==> config.mk <==
export PLATFORM = sky130hd
export DESIGN_NAME = miop_port
export DESIGN_NICKNAME = d
export VERILOG_FILES = /design/src/rtl/miop_pkg.sv /design/src/rtl/miop_pin.sv /design/src/rtl/miop_port.sv
export VERILOG_INCLUDE_DIRS = /design/src /design/src/rtl
export SDC_FILE = /design/constraint.sdc
export NUM_CORES = 1
export LEC_CHECK = 0
export ABC_AREA = 1
export BUFFER_PORTS_ARGS = -buffer_cell sky130_fd_sc_hd__buf_2
export CAP_MARGIN = 20
export CORE_ASPECT_RATIO = 1.1
export CORE_MARGIN = 8
export CORE_UTILIZATION = 28
export DETAILED_ROUTE_END_ITERATION = 7
export REMOVE_ABC_BUFFERS = 1
export SKIP_CTS_REPAIR_TIMING = 1
export SYNTH_ARGS = -nofsm -noshare
export SYNTH_HDL_FRONTEND = slang
export SYNTH_SLANG_ARGS = --single-unit
export TNS_END_PERCENT = 1
==> constraint.sdc <==
create_clock -name clock -period 1.6 [get_ports clock]
set_input_delay 0.08 -clock clock [delete_from_list [all_inputs] [get_ports clock]]
set_output_delay 0.08 -clock clock [all_outputs]
set_load 0.005 [all_outputs]
==> src/rtl/miop_defs.svh <==
/*
 Register map, reset values and field positions for the I/O port block.
 Assumes an 8-bit CPU data bus and 8-bit register addresses.
*/
`ifndef MIOP_DEFS_SVH
`define MIOP_DEFS_SVH
`define MIOP_A_P0_DATA 8'hc0
`define MIOP_A_P1_DATA 8'hc1
`define MIOP_A_P2_DATA 8'hc2
`define MIOP_A_P3_DATA 8'hc3
`define MIOP_A_P0_DIR 8'hc8
`define MIOP_A_P1_DIR 8'hc9
`define MIOP_A_P2_DIR 8'hca
`define MIOP_A_P3_DIR 8'hcb
`define MIOP_A_P0_PU 8'hd0
`define MIOP_A_P1_PU 8'hd1
`define MIOP_A_P2_PU 8'hd2
`define MIOP_A_P0_OD 8'hd4
`define MIOP_A_P1_OD 8'hd5
`define MIOP_A_ALT 8'hd9
`define MIOP_A_KEY 8'hf0
`define MIOP_RST8 8'h00
`define MIOP_RST4 4'h0
`define MIOP_ALT_MASK 8'h5f
`define MIOP_ALT_BUZ 4
`define MIOP_ALT_PWM 6
`define MIOP_PIN_BUZ 4
`define MIOP_PIN_PWM 1
`define MIOP_ALT_EVT 3
`endif

==> src/rtl/miop_pkg.sv <==
/*
 Types for the I/O port block.
 Assumes miop_defs.svh supplies the constants.
*/
package miop_pkg;
  typedef struct packed {
    logic [7:0] p0_data;
    logic [7:0] p1_data;
    logic [3:0] p2_data;
    logic [3:0] p3_data;
    logic [7:0] p0_dir;
    logic [7:0] p1_dir;
    logic [3:0] p2_dir;
    logic [3:0] p3_dir;
    logic [7:0] p0_pu;
    logic [7:0] p1_pu;
    logic [3:0] p2_pu;
    logic [7:0] p0_od;
    logic [7:0] p1_od;
    logic [7:0] alt;
    logic [7:0] key;
    logic [7:0] rdata;
  } miop_regs_t;
endpackage : miop_pkg

==> src/rtl/miop_pin.sv <==
/*
 One pad's drive logic: direction, open drain and pull-up.
 Assumes the caller registers the outputs where needed.
*/
`timescale 1ns/1ps
`default_nettype none
module miop_pin (
  input wire logic out_en,
  input wire logic data,
  input wire logic open_drain,
  input wire logic pull_sel,
  output logic oe,
  output logic o,
  output logic pull
);
  // Open drain: drive only a low, release on a one
  assign oe = out_en & ~(open_drain & data);
  assign o = data;
  assign pull = pull_sel & ~out_en;
endmodule : miop_pin
`default_nettype wire

==> src/rtl/miop_port.sv <==
/*
 Four general-purpose I/O ports with their control registers, pin
 multiplexing for interrupts, event input, buzzer and PWM, and key-scan
 input select. Assumes a synchronous single-cycle CPU register bus with
 write strobe and read strobe; pin inputs are synchronous to clock.
*/
`timescale 1ns/1ps
`default_nettype none
`include "miop_defs.svh"
// Functional notes
// - Port zero is an 8-bit bidirectional port whose data latch sits at 0C0.
// - A direction bit of 1 makes an output, 0 an input, all clear at reset.
// - Port zero pull-up register at 0D0 connects each pull-up, reset 00.
// - The alternate-function register at 0D9 resets to zero, plain I/O.
// - A 1 in an alternate-function bit hands the pin to its peripheral.
// - Pins 0-2 feed irq 0-2, pin 3 the event input, 4 buzzer, 3.1 PWM.
// - Buzzer and PWM select bits at 0 keep pins as ports, reset -0-00000.
// - Port one has data 0C1, direction 0C9, pull-up 0D1, open drain 0D5.
// - Key-scan select on a port-one pin overrides its direction bit.
// - Port two is 4 bits with data 0C2, direction 0CA and pull-up 0D2.
// - Port three is 4 bits with data 0C3 and direction 0CB.
// - Registers read back the latch; pin reads return the pad level.
// - An enabled pull-up acts only while its pin is an input.
module miop_port (
  input wire logic clock,
  input wire logic rst_b,
  input wire logic [7:0] addr,
  input wire logic [7:0] wdata,
  input wire logic wr_en,
  input wire logic rd_en,
  input wire logic rd_pin,
  output logic [7:0] rdata,
  input wire logic [7:0] p0_in,
  output logic [7:0] p0_out,
  output logic [7:0] p0_oe,
  output logic [7:0] p0_pull,
  input wire logic [7:0] p1_in,
  output logic [7:0] p1_out,
  output logic [7:0] p1_oe,
  output logic [7:0] p1_pull,
  input wire logic [3:0] p2_in,
  output logic [3:0] p2_out,
  output logic [3:0] p2_oe,
  output logic [3:0] p2_pull,
  input wire logic [3:0] p3_in,
  output logic [3:0] p3_out,
  output logic [3:0] p3_oe,
  input wire logic buzzer_output,
  input wire logic pwm_output,
  output logic external_irq_zero,
  output logic external_irq_one,
  output logic external_irq_two,
  output logic timer_event_input,
  output logic [7:0] key_scan_in
);
  miop_pkg::miop_regs_t r_q;
  miop_pkg::miop_regs_t r_d;
  logic [7:0] p0_src;
  logic [3:0] p3_src;
  logic [7:0] p0_dir_eff;
  logic [3:0] p3_dir_eff;
  logic [7:0] p0_oe_c;
  logic [7:0] p0_pu_c;
  logic [7:0] p1_oe_c;
  logic [7:0] p1_pu_c;
  logic [3:0] p2_oe_c;
  logic [3:0] p2_pu_c;
  logic [3:0] p3_oe_c;
  logic [7:0] p1_dir_eff;
  logic [7:0] irq_q;

  // Buzzer and PWM steal data and force output when selected
  always_comb begin
    p0_src = r_q.p0_data;
    p0_dir_eff = r_q.p0_dir;
    p3_src = r_q.p3_data;
    p3_dir_eff = r_q.p3_dir;
    if (r_q.alt[`MIOP_ALT_BUZ]) begin
      p0_src[`MIOP_PIN_BUZ] = buzzer_output;
      p0_dir_eff[`MIOP_PIN_BUZ] = 1'b1;
    end
    if (r_q.alt[`MIOP_ALT_PWM]) begin
      p3_src[`MIOP_PIN_PWM] = pwm_output;
      p3_dir_eff[`MIOP_PIN_PWM] = 1'b1;
    end
    // Inputs for interrupt and event pins are forced in
    for (int i = 0; i <= `MIOP_ALT_EVT; i++) begin
      if (r_q.alt[i]) begin
        p0_dir_eff[i] = 1'b0;
      end
    end
    // Key-scan pins are inputs whatever the direction bit says
    p1_dir_eff = r_q.p1_dir & ~r_q.key;
  end

  genvar g;
  generate
    for (g = 0; g < 8; g++) begin : g_wide
      miop_pin u_p0 (
        .out_en(p0_dir_eff[g]),
        .data(p0_src[g]),
        .open_drain(r_q.p0_od[g]),
        .pull_sel(r_q.p0_pu[g]),
        .oe(p0_oe_c[g]),
        .o(),
        .pull(p0_pu_c[g])
      );
      miop_pin u_p1 (
        .out_en(p1_dir_eff[g]),
        .data(r_q.p1_data[g]),
        .open_drain(r_q.p1_od[g]),
        .pull_sel(r_q.p1_pu[g]),
        .oe(p1_oe_c[g]),
        .o(),
        .pull(p1_pu_c[g])
      );
    end
    for (g = 0; g < 4; g++) begin : g_narrow
      miop_pin u_p2 (
        .out_en(r_q.p2_dir[g]),
        .data(r_q.p2_data[g]),
        .open_drain(1'b0),
        .pull_sel(r_q.p2_pu[g]),
        .oe(p2_oe_c[g]),
        .o(),
        .pull(p2_pu_c[g])
      );
      miop_pin u_p3 (
        .out_en(p3_dir_eff[g]),
        .data(p3_src[g]),
        .open_drain(1'b0),
        .pull_sel(1'b0),
        .oe(p3_oe_c[g]),
        .o(),
        .pull()
      );
    end
  endgenerate

  always_comb begin
    r_d = r_q;
    if (wr_en) begin
      case (addr)
        `MIOP_A_P0_DATA: r_d.p0_data = wdata;
        `MIOP_A_P1_DATA: r_d.p1_data = wdata;
        `MIOP_A_P2_DATA: r_d.p2_data = wdata[3:0];
        `MIOP_A_P3_DATA: r_d.p3_data = wdata[3:0];
        `MIOP_A_P0_DIR: r_d.p0_dir = wdata;
        `MIOP_A_P1_DIR: r_d.p1_dir = wdata;
        `MIOP_A_P2_DIR: r_d.p2_dir = wdata[3:0];
        `MIOP_A_P3_DIR: r_d.p3_dir = wdata[3:0];
        `MIOP_A_P0_PU: r_d.p0_pu = wdata;
        `MIOP_A_P1_PU: r_d.p1_pu = wdata;
        `MIOP_A_P2_PU: r_d.p2_pu = wdata[3:0];
        `MIOP_A_P0_OD: r_d.p0_od = wdata;
        `MIOP_A_P1_OD: r_d.p1_od = wdata;
        `MIOP_A_ALT: r_d.alt = wdata & `MIOP_ALT_MASK;
        `MIOP_A_KEY: r_d.key = wdata;
        default: r_d.rdata = r_q.rdata;
      endcase
    end
    // Read data held until the next read
    if (rd_en) begin
      case (addr)
        `MIOP_A_P0_DATA: r_d.rdata = rd_pin ? p0_in : r_q.p0_data;
        `MIOP_A_P1_DATA: r_d.rdata = rd_pin ? p1_in : r_q.p1_data;
        `MIOP_A_P2_DATA:
          r_d.rdata = {4'h0, rd_pin ? p2_in : r_q.p2_data};
        `MIOP_A_P3_DATA:
          r_d.rdata = {4'h0, rd_pin ? p3_in : r_q.p3_data};
        `MIOP_A_P0_DIR: r_d.rdata = r_q.p0_dir;
        `MIOP_A_P1_DIR: r_d.rdata = r_q.p1_dir;
        `MIOP_A_P2_DIR: r_d.rdata = {4'h0, r_q.p2_dir};
        `MIOP_A_P3_DIR: r_d.rdata = {4'h0, r_q.p3_dir};
        `MIOP_A_P0_PU: r_d.rdata = r_q.p0_pu;
        `MIOP_A_P1_PU: r_d.rdata = r_q.p1_pu;
        `MIOP_A_P2_PU: r_d.rdata = {4'h0, r_q.p2_pu};
        `MIOP_A_P0_OD: r_d.rdata = r_q.p0_od;
        `MIOP_A_P1_OD: r_d.rdata = r_q.p1_od;
        `MIOP_A_ALT: r_d.rdata = r_q.alt;
        `MIOP_A_KEY: r_d.rdata = r_q.key;
        default: r_d.rdata = `MIOP_RST8;
      endcase
    end
  end

  always_ff @(posedge clock or negedge rst_b) begin
    if (!rst_b) begin
      r_q <= '0;
      p0_out <= `MIOP_RST8;
      p0_oe <= `MIOP_RST8;
      p0_pull <= `MIOP_RST8;
      p1_out <= `MIOP_RST8;
      p1_oe <= `MIOP_RST8;
      p1_pull <= `MIOP_RST8;
      p2_out <= `MIOP_RST4;
      p2_oe <= `MIOP_RST4;
      p2_pull <= `MIOP_RST4;
      p3_out <= `MIOP_RST4;
      p3_oe <= `MIOP_RST4;
      irq_q <= `MIOP_RST8;
      key_scan_in <= `MIOP_RST8;
    end else begin
      r_q <= r_d;
      // Pad outputs lag the registers by one cycle to stay registered
      p0_out <= p0_src;
      p0_oe <= p0_oe_c;
      p0_pull <= p0_pu_c;
      p1_out <= r_q.p1_data;
      p1_oe <= p1_oe_c;
      p1_pull <= p1_pu_c;
      p2_out <= r_q.p2_data;
      p2_oe <= p2_oe_c;
      p2_pull <= p2_pu_c;
      p3_out <= p3_src;
      p3_oe <= p3_oe_c;
      // Peripheral inputs read as zero while the pin is plain I/O
      irq_q <= {4'h0, p0_in[3:0] & r_q.alt[3:0]};
      key_scan_in <= p1_in & r_q.key;
    end
  end

  assign rdata = r_q.rdata;
  assign external_irq_zero = irq_q[0];
  assign external_irq_one = irq_q[1];
  assign external_irq_two = irq_q[2];
  assign timer_event_input = irq_q[3];
endmodule : miop_port
`default_nettype wire

# Word-level counts from Yosys, hierarchy flattened
# Index checks and enable logic that the tools add are counted.
# W data, S select, Z words.
word_totals:
  reg_bits: 186
  inputBits: 47
  output_inout_bits: 88
  wordCells: 165
op_classes:
  n_eq_ne: 15
  muxes: 14
  bitwise_logic: 92
  n_reduce_logical: 15
op_table:
  columns: ["op", "n"]
  rows:
  - ["$eq A8 B8 Y1 const B", 15]
  - ["$pmux W8 S15", 1]
  - ["$and A1 B1 Y1", 52]
  - ["$not A1 Y1", 36]
  - ["$reduce_and A2 Y1", 15]
  - ["$mux W8", 3]
  - ["$and A8 B8 Y8", 2]
  - ["$mux W1", 8]
  - ["$mux W4", 2]
  - ["$not A8 Y8", 1]
  - ["$and A4 B4 Y4", 1]

# Longest topological paths before layout
logic_depth:
  ltp_word: 4
  depth_mapped: 12
  mapped_depth_nobuf: 11

# Hierarchy
# Synthesis repeated with hierarchy kept, for this count alone.
hier_totals:
  cells_unflattened: 942
  area_unflattened_um2: 8260.4
by_module_without_submodules:
  columns: ["mod", "n_inst", "cells_each", "area_each_um2", "seq_area_each_um2"]
  rows:
  - ["miop_port", 1, 822, 7599.8, 4654.5]
  - ["miop_pin", 24, 5, 27.5, 0.0]

# Least setup slack after synthesis
# OpenSTA, ideal clock, no wires.
synth_path:
  path_kind: "in2reg"
  start: "input addr[5]"
  end: "register r_q[39] in the netlist's numbering"
  setup_ns: 0.119
  t_arrival_ns: 0.979
  required_time_ns: 1.481
  setup_slack_ns: 0.503
  path_stages: 8
  path_buffers: 1
  path_cell_list: "inv_1 nand2_1 nor2_8 nand2_1 nor2_4 buf_4 nand2_1 o21a_1"
synth_via:
  elab_chain_cells: 2
synth_rtl:
  columns: ["item", "line", "source"]
  rows:
  - ["from (decl)", "miop_port.sv:27", "input wire logic [7:0] addr,"]
  - ["$eq A8 B8 Y1", "miop_port.sv:143", "case (addr)"]
  - ["$reduce_and A2 Y1 (no source line)", null, null]
  - ["to (signal assigned)", "miop_port.sv:204", "r_q <= r_d;"]
  - ["to (decl)", "miop_port.sv:56", "miop_pkg::miop_regs_t r_q;"]
# Every way passes these cells.
# A chain may end at the register's enable or synchronous reset.

# Final worst setup path
layout_path:
  start: "register r_q, in the netlist p0_src[0]"
  end: "register r_q, in the netlist rdata[0]"
layout_via:
  elab_chain_cells: 3
layout_rtl:
  columns: ["item", "line", "source"]
  rows:
  - ["$mux W8", "miop_port.sv:165", "`MIOP_A_P0_DATA: r_d.rdata = rd_pin ? p0_in : r_q.p0_data;"]
  - ["$pmux W8 S15", "miop_port.sv:164", "case (addr)"]
  - ["$mux W8", "miop_port.sv:163", "if (rd_en) begin"]
# Every way passes these cells. The select of a mux whose other input is x is not followed.

==> summary.md <==
| Metric | Value |
|---|---|
| Maximum clock frequency | `770.5 MHz` |
| Clk_skew | `0.007224 ns` |
| Pins Over Slew Limit | `0` |
| Top-area cell type share of the netlist area | `58.61%` |
| Most frequent cell after synthesis | `nand2_1` |
| RSZ-0062 raised after global routing | `no` |
| Pleak | `5.100 nW` |
| Setup TNS | `0 ns` |
| Synth Area in Simple Gates | `22.06%` |
| Worst slew pin tran | `0.5796 ns` |
| GRT Residual Overflow | `0` |
| Num CTS Buffers | `17` |
| Main synth FF type | `dfrtp_1` |
| Max Cap Violations | `0` |
| Yosys cell types | `29` |
| I/O Pins | `135` |
| CTS H-Tree Depth | `4` |
| Worst skew pair latency | `0.44 ns` |
| DR iter-0 viols | `441` |
| Clock-pin slew on the worst setup and hold paths | `0.07 ns` |
| Logic pwr share | `8.5%` |
| Sw Ratio | `24.87%` |
| Via density | `4.436` |
| Fin crit share | `81.12%` |
| Tmin final | `1.298 ns` |
| Synth warn | `0` |
| Syn-to-layout area delta | `26.93%` |
| Fraction of layout cells with a size suffix above 1 | `22.05%` |
| Largest net degree at the start of global routing | `54` |
| Routed wire length | `24270 microns` |
| Clock Power Share | `41.6%` |
| Core Rows | `64` |
| Port bufs | `134` |
| Vias in the first global route | `6424` |
| Mapped Area | `7941 sq um` |
| Hold Crit Class | `primary input to async pin` |
| Initial antenna violation count | `1` |
| Initial Util | `28.50%` |
| DIE AREA | `34010 sq um` |
| Xor/xnor cell area share of the yosys netlist | `0%` |
| Hold Fails Final Rpt | `0` |
| Flops & latches, synth | `186` |
| Crit path required time | `1.97 ns` |
| CTS tree | `done` |
| Worst Path Class, Setup | `register to register` |
| Status | `finished clean` |
| Worst-path maximum fanout | `4` |
| Commonest cells in the netlist | `244 x nand2_1, 186 x dfrtp_1, 104 x inv_1` |
| Die H | `192.6 microns` |
| Worst hold slack | `0.1723 ns` |
| Pwr dens | `1025 nW/um^2` |
| Register share of total power | `50.0%` |
| Ys async rst share | `100.0%` |
| Post-synthesis compound-gate area fraction | `11.15%` |
| Core Region | `27870 sq um` |
| Setup Viol. Count Final | `0` |
| Register area share after synthesis | `58.61%` |
| Worst Setup End Kind | `register` |
| First-pass GRT wire length | `37750 microns` |
| Synth area leaders | `dfrtp_1 59%, nand2_1 12%, o21ai_0 5.8%` |
| Adder-Cell Fraction of Synth Area | `0%` |
| Critical path arrival | `1.67 ns` |
| Syn Area/Cell | `8.923 sq um` |
| EDFF count, synth | `0` |
| Multiplexer share of the synthesized area | `0%` |
| Mapped Cells | `890` |
| Final HPWL DP | `18460 microns` |
| Pre-antenna DRT Iters | `5` |
| Via count | `6384` |
| Clk root buf | `clkbuf_16` |
| Int Power | `0.007762 W` |
| Largest family of logic cells by synthesized area | `simple AND/OR/NAND/NOR gates` |
| Worst slack, placed | `0.09635 ns` |
| Maximum vdd drop | `0.7588 mV` |
| WL/cell | `16.86 microns` |
| Placer Congestion | `0.8694` |
| Slew headroom | `61.36%` |
| Post-route ant nets | `0` |
| Clock sink count | `186` |
| Cell taking the most area after synthesis | `dfrtp_1` |
| Total Routing Usage GR | `14.59%` |
| Total Nets Final | `1109` |
| Critical path launch point type | `register` |
| DRC | `0` |
| Setup WS post-layout | `0.3021 ns` |
| Clock tree buffer depth | `2` |
| NetSw | `0.002569 W` |
| Chip width | `176.6 microns` |
## through the flow
stage	std cells	area, sq um	utilization (%)	total power, W
after floorplan	853	7724	-	0.005515
after global placement	1382	9233	33.13	0.006077
after global routing	1438	10080	36.16	0.01078
after detailed placement	1382	9233	33.13	0.006091
after CTS	1414	9837	35.30	0.01040
final	1439	10080	36.17	0.01033
## layout make-up
class	instances	area [sq um]
flip-flops and latches	186	4654
clock buffers	21	470.5
multi-input cells	552	2638
fillers	2891	17790
diodes	1	2.502
repair buffers	190	1295
well taps	363	454.2
clock inverters	11	133.9
inverters	115	431.7
## registers in the layout, summed over array words and instances, names as in the netlist, 7 cells and up
signal,cells
p1_pull,8
p0_oe,8
key_scan_in,8
p1_oe,8
rdata,8
p0_pull,8
r_q,82
p0_src,7
p1_out,8
p0_out,8
## per-layer routing
metal | vias up | wire length, microns | GRT usage [%]
met5 | - | 0 | 0
met2 | 171 | 11970 | 24.51
met3 | 38 | 1385 | 4.070
met4 | 0 | 681 | 6.309
li1 | 3170 | - | -
met1 | 3005 | 10220 | 17.26
## worst max-delay path, cell delays in order, from the launching register on
cell	delay, ns
dfrtp_1	0.39
inv_1	0.05
o21ai_0	0.32
nand3_1	0.12
nand2_1	0.09
inv_1	0.04
nand2_1	0.04
nor2_1	0.04
nand2_1	0.05
nand2_1	0.05
nand2_1	0.05
## cell families after synthesis
kind of cell           Yosys count
AOI/OAI and AO/OA              165
buffers and inverters          152
DFF                            186
and+or+nand+nor                387
## power groups by stage
stage	Clock [W]	Combinational, W	Sequential [W]
final	0.00429	0.000873	0.00516
after global routing	0.00459	0.000995	0.00519
after CTS	0.00439	0.000846	0.00516
after detailed placement	0	0.000842	0.00525
after global placement	0	0.000830	0.00525
after floorplan	0	0.000320	0.00519
## final timing paths
| check | startpoint | to | slack (ns) | cells after the start |
|---|---|---|---|---|
| max in group asynchronous | rst_b | irq_q[3] | 0.80 | 3 |
| worst max-delay path | p0_src[0] | rdata[0] | 0.30 | 10 |
| worst min-delay path | rst_b | r_q[73] | 0.17 | 2 |
| worst min register to register | r_q[88] | p2_out[0] | 0.41 | 0 |
| worst max register to register | p0_src[0] | rdata[0] | 0.30 | 10 |
| min in group clock | addr[0] | r_q[22] | 0.19 | 5 |
## cell usage in the layout, fill, tap and decap left out, drive strengths merged, types with 2 or more instances in the layout
master / Yosys / final
nand2: 256 / 256
dfrtp: 186 / 186
buf: 30 / 166
o21ai: 121 / 121
inv: 113 / 117
nand3: 79 / 79
nor2: 45 / 45
dlygate4sd3: 0 / 24
clkbuf: 7 / 21
a21oi: 20 / 20
o21a: 16 / 16
clkinv: 2 / 6
a21boi: 5 / 5
a211oi: 3 / 3
nand3b: 2 / 2
bufinv: 0 / 2
Power figures use the tool's default switching activity.
